<file path="src/rtl/e3_tx_defines.svh">
// constants for the e3 serial transmit payload link
`ifndef E3_TX_DEFINES_SVH
`define E3_TX_DEFINES_SVH

// ****************************************************************
// frame layout and fifo size
// ****************************************************************
`define E3_FRAME_BITS      1536
`define E3_OH_BITS         12
`define E3_FIFO_DEPTH      4
`define E3_FIFO_WIDTH      8

// ****************************************************************
// device registers
// ****************************************************************
`define FOM_ADDR           8'h00
`define DEV_STAT_ADDR      8'h01
`define FRAME_CNT_ADDR     8'h02
`define FOM_RESET          8'h28
`define TRS_MSB            1
`define TRS_LSB            0
`define TRS_SLAVE          2'h1
`define TRS_MASTER         2'h2
`define DSTAT_NIB_BIT      0
`define DSTAT_RUN_BIT      1
`define DSTAT_SLIP_BIT     2

// ****************************************************************
// terminal registers
// ****************************************************************
`define TCTRL_ADDR         8'h00
`define TSTAT_ADDR         8'h01
`define TCTRL_RESET        8'h00
`define TCTRL_EN_BIT       0
`define TCTRL_SLAVE_BIT    1
`define TSTAT_UNDER_BIT    0

`endif

</file>
<file path="src/rtl/e3_tx_pkg.sv">
// types of the e3 transmit payload link; only reg_t is used by both ends, frm_state_e by the framer end
package e3_tx_pkg;
	typedef logic [7:0] reg_t;
	typedef enum logic {st_idle, st_run} frm_state_e;
endpackage

</file>
<file path="src/rtl/e3_tx_if.sv">
// serial payload link between terminal equipment and framer
interface e3_tx_if;
	logic frame_sync_input;
	logic serial_payload_input;
	logic overhead_indicator_output;
	logic frame_boundary_output;
	logic nibble_interface_select;

	modport device_mp (
		input  frame_sync_input,
		input  serial_payload_input,
		input  nibble_interface_select,
		output overhead_indicator_output,
		output frame_boundary_output
	);

	modport terminal_mp (
		output frame_sync_input,
		output serial_payload_input,
		output nibble_interface_select,
		input  overhead_indicator_output,
		input  frame_boundary_output
	);
endinterface

</file>
<file path="src/rtl/e3_fifo.sv">
// small valid/ready fifo
module e3_fifo #(
	parameter int WIDTH = 8,
	parameter int DEPTH = 4
) (
	input  wire logic             sys_clk_i,
	input  wire logic             rst_i,
	input  wire logic [WIDTH-1:0] in_data_i,
	input  wire logic             in_valid_i,
	output logic                  in_ready_o,
	output logic      [WIDTH-1:0] out_data_o,
	output logic                  out_valid_o,
	input  wire logic             out_ready_i
);
	localparam int AW = (DEPTH > 1) ? $clog2(DEPTH) : 1;

	logic [WIDTH-1:0] mem_ff [DEPTH];
	logic [AW-1:0]    wr_ptr_ff;
	logic [AW-1:0]    rd_ptr_ff;
	logic [AW:0]      count_ff;
	logic             push;
	logic             pop;

	assign in_ready_o  = (count_ff != (AW+1)'(DEPTH));
	assign out_valid_o = (count_ff != '0);
	assign out_data_o  = mem_ff[rd_ptr_ff];
	assign push        = in_valid_i && in_ready_o;
	assign pop         = out_valid_o && out_ready_i;

	always_ff @(posedge sys_clk_i) begin
		if (push) begin
			mem_ff[wr_ptr_ff] <= in_data_i;
		end
	end

	always_ff @(posedge sys_clk_i or posedge rst_i) begin
		if (rst_i) begin
			wr_ptr_ff <= '0;
			rd_ptr_ff <= '0;
			count_ff  <= '0;
		end else begin
			if (push) begin
				wr_ptr_ff <= (wr_ptr_ff == AW'(DEPTH-1)) ? '0 : wr_ptr_ff + 1'b1;
			end
			if (pop) begin
				rd_ptr_ff <= (rd_ptr_ff == AW'(DEPTH-1)) ? '0 : rd_ptr_ff + 1'b1;
			end
			if (push && !pop) begin
				count_ff <= count_ff + 1'b1;
			end else if (pop && !push) begin
				count_ff <= count_ff - 1'b1;
			end
		end
	end
endmodule

</file>
<file path="src/rtl/e3_tx_payload_terminal.sv">
// terminal equipment end: serialises user bytes onto the payload link
`include "e3_tx_defines.svh"

module e3_tx_payload_terminal #(
	parameter int FRAME_BITS = `E3_FRAME_BITS,
	parameter int FIFO_DEPTH = `E3_FIFO_DEPTH
) (
	input  wire logic           sys_clk_i,
	input  wire logic           rst_i,
	e3_tx_if.terminal_mp        link,
	input  wire logic     [7:0] reg_addr_i,
	input  e3_tx_pkg::reg_t     reg_wdata_i,
	input  wire logic           reg_wr_i,
	input  wire logic           reg_rd_i,
	output e3_tx_pkg::reg_t     reg_rdata_o,
	input  wire logic     [7:0] fill_data_i,
	input  wire logic           fill_valid_i,
	output logic                fill_ready_o
);
	import e3_tx_pkg::*;

	localparam int CW = $clog2(FRAME_BITS);
	localparam logic [CW-1:0] LAST = CW'(FRAME_BITS - 1);

	reg_t          ctrl_ff;
	logic          under_ff;
	reg_t          rdata_ff;
	logic          data_ff;
	logic          sync_ff;
	logic [7:0]    shift_ff;
	logic [3:0]    bits_ff;
	logic [CW-1:0] tcnt_ff;
	logic [CW-1:0] nxt_tcnt;
	logic          enable;
	logic          slave;
	logic          hold;
	logic          take_bit;
	logic          need_byte;
	logic          f_valid;
	logic [7:0]    f_data;

	// ****************************************************************
	// registers
	// ****************************************************************
	always_ff @(posedge sys_clk_i or posedge rst_i) begin
		if (rst_i) begin
			ctrl_ff <= `TCTRL_RESET;
		end else if (reg_wr_i && reg_addr_i == `TCTRL_ADDR) begin
			ctrl_ff <= reg_wdata_i;
		end
	end

	// underrun flag: a new underrun beats a write-one clear
	always_ff @(posedge sys_clk_i or posedge rst_i) begin
		if (rst_i) begin
			under_ff <= 1'b0;
		end else if (need_byte && !f_valid) begin
			under_ff <= 1'b1;
		end else if (reg_wr_i && reg_addr_i == `TSTAT_ADDR && reg_wdata_i[`TSTAT_UNDER_BIT]) begin
			under_ff <= 1'b0;
		end
	end

	always_ff @(posedge sys_clk_i or posedge rst_i) begin
		if (rst_i) begin
			rdata_ff <= '0;
		end else if (reg_rd_i && reg_addr_i == `TCTRL_ADDR) begin
			rdata_ff <= ctrl_ff;
		end else if (reg_rd_i && reg_addr_i == `TSTAT_ADDR) begin
			rdata_ff <= reg_t'({under_ff});
		end else begin
			rdata_ff <= '0;
		end
	end

	assign reg_rdata_o = rdata_ff;
	assign enable      = ctrl_ff[`TCTRL_EN_BIT];
	assign slave       = ctrl_ff[`TCTRL_SLAVE_BIT];

	// ****************************************************************
	// byte buffer
	// ****************************************************************
	e3_fifo #(
		.WIDTH (8),
		.DEPTH (FIFO_DEPTH)
	) u_fifo (
		.sys_clk_i   (sys_clk_i),
		.rst_i       (rst_i),
		.in_data_i   (fill_data_i),
		.in_valid_i  (fill_valid_i),
		.in_ready_o  (fill_ready_o),
		.out_data_o  (f_data),
		.out_valid_o (f_valid),
		.out_ready_i (need_byte)
	);

	// ****************************************************************
	// serial payload out
	// ****************************************************************
	assign hold      = link.overhead_indicator_output ||
		(!slave && link.frame_boundary_output);
	assign take_bit  = enable && !hold;
	assign need_byte = take_bit && (bits_ff == 4'h0);

	// one bit per shared clock edge, msb first
	always_ff @(posedge sys_clk_i or posedge rst_i) begin
		if (rst_i) begin
			data_ff  <= 1'b0;
			shift_ff <= 8'h00;
			bits_ff  <= 4'h0;
		end else if (!take_bit) begin
			data_ff <= 1'b0;
		end else if (bits_ff != 4'h0) begin
			data_ff  <= shift_ff[7];
			shift_ff <= {shift_ff[6:0], 1'b0};
			bits_ff  <= bits_ff - 4'h1;
		end else if (f_valid) begin
			data_ff  <= f_data[7];
			shift_ff <= {f_data[6:0], 1'b0};
			bits_ff  <= 4'h7;
		end else begin
			data_ff <= 1'b0;
		end
	end

	// ****************************************************************
	// frame start generation when the framer follows us
	// ****************************************************************
	assign nxt_tcnt = (tcnt_ff == LAST) ? '0 : tcnt_ff + 1'b1;

	always_ff @(posedge sys_clk_i or posedge rst_i) begin
		if (rst_i) begin
			tcnt_ff <= LAST;
			sync_ff <= 1'b0;
		end else if (enable && slave) begin
			tcnt_ff <= nxt_tcnt;
			sync_ff <= (nxt_tcnt == '0);
		end else begin
			tcnt_ff <= LAST;
			sync_ff <= 1'b0;
		end
	end

	assign link.serial_payload_input    = data_ff;
	assign link.frame_sync_input        = sync_ff;
	assign link.nibble_interface_select = 1'b0;
endmodule

</file>
<file path="src/flat_wrapper.sv">
// flat-port wrapper written by rule: the top's interface ports become plain ports
module e3_tx_payload_terminal_flat import e3_tx_pkg::*;
#(
	parameter int FRAME_BITS = `E3_FRAME_BITS,
	parameter int FIFO_DEPTH = `E3_FIFO_DEPTH
)
  (sys_clk_i, rst_i, reg_addr_i, reg_wdata_i, reg_wr_i, reg_rd_i, reg_rdata_o, fill_data_i, fill_valid_i, fill_ready_o, link_frame_sync_input, link_serial_payload_input, link_nibble_interface_select, link_overhead_indicator_output, link_frame_boundary_output);
  e3_tx_if link_i ();
  input  wire logic sys_clk_i;
  input  wire logic rst_i;
  input  wire logic     [7:0] reg_addr_i;
  input  e3_tx_pkg::reg_t reg_wdata_i;
  input  wire logic reg_wr_i;
  input  wire logic reg_rd_i;
  output e3_tx_pkg::reg_t reg_rdata_o;
  input  wire logic     [7:0] fill_data_i;
  input  wire logic fill_valid_i;
  output logic fill_ready_o;
  output wire logic [$bits(link_i.frame_sync_input)-1:0] link_frame_sync_input;
  output wire logic [$bits(link_i.serial_payload_input)-1:0] link_serial_payload_input;
  output wire logic [$bits(link_i.nibble_interface_select)-1:0] link_nibble_interface_select;
  input wire logic [$bits(link_i.overhead_indicator_output)-1:0] link_overhead_indicator_output;
  input wire logic [$bits(link_i.frame_boundary_output)-1:0] link_frame_boundary_output;
  assign link_frame_sync_input = link_i.frame_sync_input;
  assign link_serial_payload_input = link_i.serial_payload_input;
  assign link_nibble_interface_select = link_i.nibble_interface_select;
  assign link_i.overhead_indicator_output = link_overhead_indicator_output;
  assign link_i.frame_boundary_output = link_frame_boundary_output;
  e3_tx_payload_terminal #(.FRAME_BITS(FRAME_BITS), .FIFO_DEPTH(FIFO_DEPTH)) u_core (.sys_clk_i(sys_clk_i), .rst_i(rst_i), .link(link_i), .reg_addr_i(reg_addr_i), .reg_wdata_i(reg_wdata_i), .reg_wr_i(reg_wr_i), .reg_rd_i(reg_rd_i), .reg_rdata_o(reg_rdata_o), .fill_data_i(fill_data_i), .fill_valid_i(fill_valid_i), .fill_ready_o(fill_ready_o));
endmodule
</file>
<file path="config.mk">
export PLATFORM = sky130hd
export DESIGN_NAME = e3_tx_payload_terminal_flat
export DESIGN_NICKNAME = d
export VERILOG_FILES = /design/src/rtl/e3_tx_pkg.sv /design/src/rtl/e3_tx_if.sv /design/src/rtl/e3_fifo.sv /design/src/rtl/e3_tx_payload_terminal.sv /design/src/flat_wrapper.sv
export VERILOG_INCLUDE_DIRS = /design/src /design/src/rtl
export SDC_FILE = /design/constraint.sdc
export NUM_CORES = 1
export LEC_CHECK = 0
export ABC_AREA = 1
export BUFFER_PORTS_ARGS = -buffer_cell sky130_fd_sc_hd__buf_4
export CORE_MARGIN = 2
export CORE_UTILIZATION = 40
export CTS_BUF_LIST = sky130_fd_sc_hd__clkbuf_8
export CTS_CLUSTER_SIZE = 40
export DETAILED_ROUTE_END_ITERATION = 10
export HOLD_SLACK_MARGIN = 0.05
export SETUP_SLACK_MARGIN = 0.1
export SYNTH_ARGS = -nofsm -noshare
export SYNTH_HDL_FRONTEND = slang
export SYNTH_HIERARCHICAL = 1
export SYNTH_SLANG_ARGS = --single-unit
</file>
<file path="constraint.sdc">
create_clock -name sys_clk_i -period 2.97 [get_ports sys_clk_i]
set_input_delay 0.297 -clock sys_clk_i [delete_from_list [all_inputs] [get_ports sys_clk_i]]
set_output_delay 0.297 -clock sys_clk_i [all_outputs]
set_load 0.005 [all_outputs]
</file>
Yosys cells after proc, flatten, opt, wreduce, memory -nomap -nowiden

Memories as Yosys holds them, arrays and structs flattened.
Index checks and enable logic that the tools add are counted.

Equal/unequal tests: 5
Reductions and logical operators: 29
Multiplexer cells: 20
Add/subtract/negate cells: 6

Operator list:

| kind                    | count |
|---|---|
| $mux W8                 | 3 |
| $mux W11                | 2 |
| $logic_and A1 B1 Y1     | 14 |
| $add A11 B1 Y11 const B | 1 |
| $eq A11 B11 Y1 const B  | 1 |
| $logic_not A11 Y1       | 1 |
| $mux W1                 | 9 |
| $eq A8 B1 Y1 const B    | 1 |
| $logic_not A8 Y1        | 1 |
| $mux W4                 | 2 |
| $mux W3                 | 2 |
| $reduce_bool A2 Y1      | 3 |
| $logic_not A1 Y1        | 5 |
| $add A2 B1 Y2 const B   | 2 |
| $eq A2 B2 Y1 const B    | 2 |
| $logic_not A4 Y1        | 1 |
| $mux W2                 | 2 |
| $reduce_bool A4 Y1      | 1 |
| $sub A4 B1 Y4 const B   | 1 |
| $add A3 B1 Y3 const B   | 1 |
| $ne A3 B3 Y1 const B    | 1 |
| $reduce_bool A3 Y1      | 1 |
| $sub A3 B1 Y3 const B   | 1 |
| $reduce_and A2 Y1       | 1 |
| $logic_or A1 B1 Y1      | 1 |

Memory bits (writable): 32
Input bits: 31
Flip-flop bits (word level): 49
Memories: 1
Word-level logic and storage cells: 72
Output and inout bits: 12

Memory list:

| memory               | words | bits a word | rd ports | clocked after memory_dff | write ports | line          | source |
|---|---|---|---|---|---|---|---|
| u_core.u_fifo.mem_ff | 4     | 8           | 1        | 0                        | 1           | e3_fifo.sv:17 | `logic [WIDTH-1:0] mem_ff [DEPTH];` |

Logic depth before layout (Yosys ltp)

Depth in word-level cells: 10
Mapped depth: 15
Mapped depth without buffers: 15

Modules after synthesis

The synthesis kept the hierarchy.

By module, submodules not included:

| module                 | sequential area each (µm²) | cells each | area an instance (µm²) | times used |
|---|---|---|---|---|
| e3_tx_payload_terminal | 1038.5                     | 238        | 1960.6                 | 1 |
| e3_fifo                | 1136.1                     | 153        | 1760.4                 | 1 |

Worst setup path before layout

OpenSTA, ideal clock, no wires.

Path kind: reg-to-reg
Start: reg u_core.bits_ff[0]
End: reg u_core.u_fifo.count_ff[1]
Data required time: 2.843 ns
Cell stages (with the launch flop): 13
Setup time: 0.127 ns
Slack: 0.756 ns
Clock period less this slack: 2.214 ns
Buffers on the path: 0
Data arrival time: 2.087 ns
Cells stage by stage: dfrtp_1 > inv_1 > ha_1 > inv_1 > nor3_4 > inv_2 > nor2_1 > nand2_1 > ha_1 > inv_1 > fa_1 > nand2_1 > o21ai_0

Word-level cells in the longest chain between the ends: 6
Elaborated cells between the ends (all ways): 8
Classes of those cells: mux: 1; reduce/logical: 7

Ends and longest elaborated chain:

| item                                          | line                          | source |
|---|---|---|
| start: declaration                            | e3_tx_payload_terminal.sv:31  | `logic [3:0] bits_ff;` |
| start signal: assignment                      | e3_tx_payload_terminal.sv:116 | `bits_ff <= bits_ff - 4'h1;` |
| $logic_not A4 Y1 (*)                          | e3_tx_payload_terminal.sv:103 | `assign need_byte = take_bit && (bits_ff == 4'h0);` |
| $logic_and A1 B1 Y1 (*)                       | e3_tx_payload_terminal.sv:103 |  |
| via u_core.need_byte                          | e3_tx_payload_terminal.sv:38  | `logic need_byte;` |
| $logic_and A1 B1 Y1 (*)                       | e3_fifo.sv:28                 | `assign pop = out_valid_o && out_ready_i;` |
| $logic_not A1 Y1                              | e3_fifo.sv:48                 | `if (push && !pop) begin` |
| $logic_and A1 B1 Y1                           | e3_fifo.sv:48                 |  |
| $mux W3 or $reduce_bool A2 Y1 (tied branches) | -                             |  |
| end signal: assignment                        | e3_fifo.sv:49                 | `count_ff <= count_ff + 1'b1;` |
| end signal: assignment                        | e3_fifo.sv:51                 | `count_ff <= count_ff - 1'b1;` |
| end: declaration                              | e3_fifo.sv:20                 | `logic [AW:0] count_ff;` |

Mark *: on every way through the listed nets, which the timed path passes. The rest lies on a longest branch.
A chain may end at the register's enable or synchronous reset.

Worst setup path after layout

Ends and elaborated chain as after synthesis.

==> flow_metrics.tcl <==
set metrics [dict create \
    yosysTopAreaCellShare_pct 25.82 \
    crit_type "register to register" \
    synth-seq-area-share_pct 58.44 \
    portBuffers 41 \
    synth_edf_count 32 \
    die_h_microns 100.5 \
    arrival_ns 2.70 \
    post-synth-top-count-cell "nand2_1" \
    nNetsFinal 477 \
    clock-root-buffer "clkbuf_8" \
    rows 35 \
    finalSetupViolations 0 \
    regToRegSetupSlack_ns 0.49 \
    avgSynthCellArea_sq_um 9.517 \
    power_leakage_nw 2.090 \
    status "finished clean" \
    drive_above_1_share_pct 17.87 \
    antenna_left 0 \
    post_drt_wl_per_cell_microns 11.91 \
    slew_headroom_pct 35.76 \
    ys_types 35 \
    hpwlAfterDp_microns 4682 \
    met3_length_microns 242 \
    crit-reg2reg-launch "u_core/bits_ff[0]" \
    antenna_found_initial 0 \
    ys_warn_count 6 \
    cts_num_sinks 80 \
    synth_flop_cell "dfrtp_1" \
    synth_area_sq_um 3721 \
    clk_pin_slew_ns 0.08 \
    postLayoutCellArea_sq_um 4309 \
    worstSkewPairLatency_ns 0.35 \
    yosys.area.top_type "edfxtp_1" \
    maxCapViolations 0 \
    worst_pin_slew_ns 0.9636 \
    crit_start "u_core/bits_ff[0]" \
    max_freq_mhz 403.4 \
    setup.worst_path.end "u_core/u_fifo/count_ff[1]" \
    nFillCells 864 \
    drt_iter0_markers 123 \
    wirelength_microns 6585 \
    ys_top_cells_by_area "edfxtp_1 26%, dfrtp_1 26%, nand2_1 12%, dfstp_2 7.1%, inv_1 5.6%" \
    post-route-period-util_pct 83.47 \
    wl_met1_microns 3092 \
    cp-start-kind "register" \
    overflow 0 \
    yosys-top-cells-count "115 x nand2_1, 56 x inv_1, 39 x nor2_1, 38 x dfrtp_1, 32 x edfxtp_1" \
    place_congestion 0.7849 \
    fin_tns_setup_ns 0 \
    rr_worst_depth 12 \
    syn_inst 391 \
    cp_max_fo 9 \
    grt_pass1_wl_microns 11560 \
    syn2layout_area_growth_pct 15.80 \
    clock_skew_ns 0.01407 \
    dpl_cell_area_sq_um 4096 \
    wl_met2_microns 3150 \
    die_w_microns 100.5 \
    antenna_cells 0 \
    finalHoldViolCount 0 \
    ios 43 \
    vias 2612 \
    drc_errors 0 \
    ys_async_sr_fraction_pct 60.00 \
    core_sq_um 9153 \
    min_path_type "input port to register" \
    synth-seq-cells 80 \
    design.die.area_sq_um 10090 \
    grt_pass1_vias 2572 \
    vias_per_cell 4.723 \
    post_cts_resized 0 \
    drv_slew 0 \
    cts_buffer_depth 2 \
    period_minus_slack_ns 2.479 \
    dr.max_layer_used "met4" \
    cp.required_ns 3.19 \
    power_density_nw_per_um2 610.4 \
    rsz0062_at_grt "no" \
    r2r-end "u_core/u_fifo/count_ff[1]" \
    h-tree-depth 3 \
    drt_first_pass_iters 6 \
    synth_nets 431 \
    numCtsBuffers 9 \
    track_usage_pct 14.71 \
    peakVddDrop_uv 381.2 \
    grt_max_degree 42 \
    initial_core_util_pct 40.66 \
    cts_tree "built" \
    critPathCaptureType "register" \
]
-- flip-flops by register name (all words and copies together) (netlist names) --
signal                            flops
u_core/reg_rdata_o                    8
u_core/u_fifo/mem_ff                 32
u_core/link.frame_sync_input          1
u_core/ctrl_ff                        8
u_core/shift_ff                       7
u_core/bits_ff                        4
u_core/u_fifo/count_ff                3
u_core/link.serial_payload_input      1
u_core/u_fifo/rd_ptr_ff               2
u_core/u_fifo/wr_ptr_ff               2
u_core/tcnt_ff                       11
u_core/under_ff                       1
-- metal layers --
metal | up-vias | GRT usage [%]
li1 | 1352 | -
met1 | 1201 | 18.34
met2 | 48 | 24.32
met3 | 11 | 4.369
met4 | 0 | 5.374
met5 | - | 0
-- metrics by stage --
stage	util [%]	total power, mW	instances	setup slack [ns]	hold WS, ns
global placement	44.76	1.844	536	0.5664	0.2588
floorplan	-	1.712	391	0.7564	0.1004
global route	47.08	2.799	553	0.2135	0.1180
CTS	47.08	2.669	553	0.4557	0.1204
finish	47.08	2.630	553	0.4909	0.1399
detailed placement	44.76	1.865	536	0.4644	0.2635
-- critical path, stage by stage, from the launching register on --
cell     delay [ns]
dfrtp_1        0.36
inv_1          0.10
ha_1           0.16
inv_1          0.07
nor3_4         0.29
inv_2          0.15
nor2_1         0.26
nand2_1        0.14
ha_1           0.21
inv_1          0.09
fa_1           0.41
nand2_1        0.07
o21ai_0        0.07
-- cells in the final DEF (no fill, tap or decap), types with 2 or more instances in the layout --
| cell | netlist | final |
|---|---|---|
| nor2_1 | 39 | 39 |
| o211ai_1 | 16 | 16 |
| nor3_1 | 3 | 3 |
| nand2_4 | 2 | 2 |
| ha_1 | 8 | 8 |
| dfrtp_1 | 38 | 38 |
| nand2_1 | 115 | 115 |
| o21bai_1 | 2 | 2 |
| nand3_2 | 3 | 3 |
| dfstp_2 | 10 | 10 |
| a21oi_1 | 3 | 3 |
| nand3_1 | 26 | 26 |
| buf_4 | 1 | 42 |
| a31oi_1 | 7 | 7 |
| clkinvlp_4 | 0 | 2 |
| inv_1 | 56 | 56 |
| edfxtp_1 | 32 | 32 |
| clkbuf_8 | 0 | 9 |
| xnor2_1 | 3 | 3 |
| o21ai_0 | 5 | 5 |
-- what timing repair did --
item	CTS	global route
setup buffers	0	0
hold buffers	1	0
endpoints found under the hold margin	7	0
-- area by class of cell --
class / instances / area [sq um] / share of cell area (%)
sequential: 80 / 2175 / 50.46
multi-input combinational: 245 / 1250 / 29.01
timing repair buffer: 43 / 325.3 / 7.549
inverter: 58 / 217.7 / 5.052
tap: 111 / 138.9 / 3.223
clock buffer: 9 / 123.9 / 2.875
clock inverter: 7 / 78.83 / 1.829
-- report_power, final --
part | switching (mW) | internal, mW
registers | 0.0752 | 1.32
clock network | 0.407 | 0.396
logic | 0.272 | 0.164
total | 0.754 | 1.88
-- worst min-delay path by stage --
stage,startpoint,endpoint,slack [ns],cells past startpoint
final,fill_data_i[1],u_core/u_fifo/mem_ff[0][1],0.14,1
after detailed placement,rst_i,u_core/u_fifo/wr_ptr_ff[1],0.26,2
after CTS,fill_data_i[1],u_core/u_fifo/mem_ff[2][1],0.12,1
after floorplan,rst_i,u_core/u_fifo/count_ff[0],0.10,1
after global routing,fill_data_i[1],u_core/u_fifo/mem_ff[1][1],0.12,1
after global placement,rst_i,u_core/u_fifo/count_ff[2],0.26,2
-- cells by family after synthesis --
| group | synth area share (%) |
|---|---|
| and+or+nand+nor | 22.97 |
| DFF | 58.44 |
| buffers and inverters | 7.969 |
| AOI/OAI and AO/OA | 6.355 |
| adders and majority gates | 3.228 |
| xor gates and xnor gates | 0.9417 |
| other | 0.1008 |
Power figures use the tool's default switching activity.
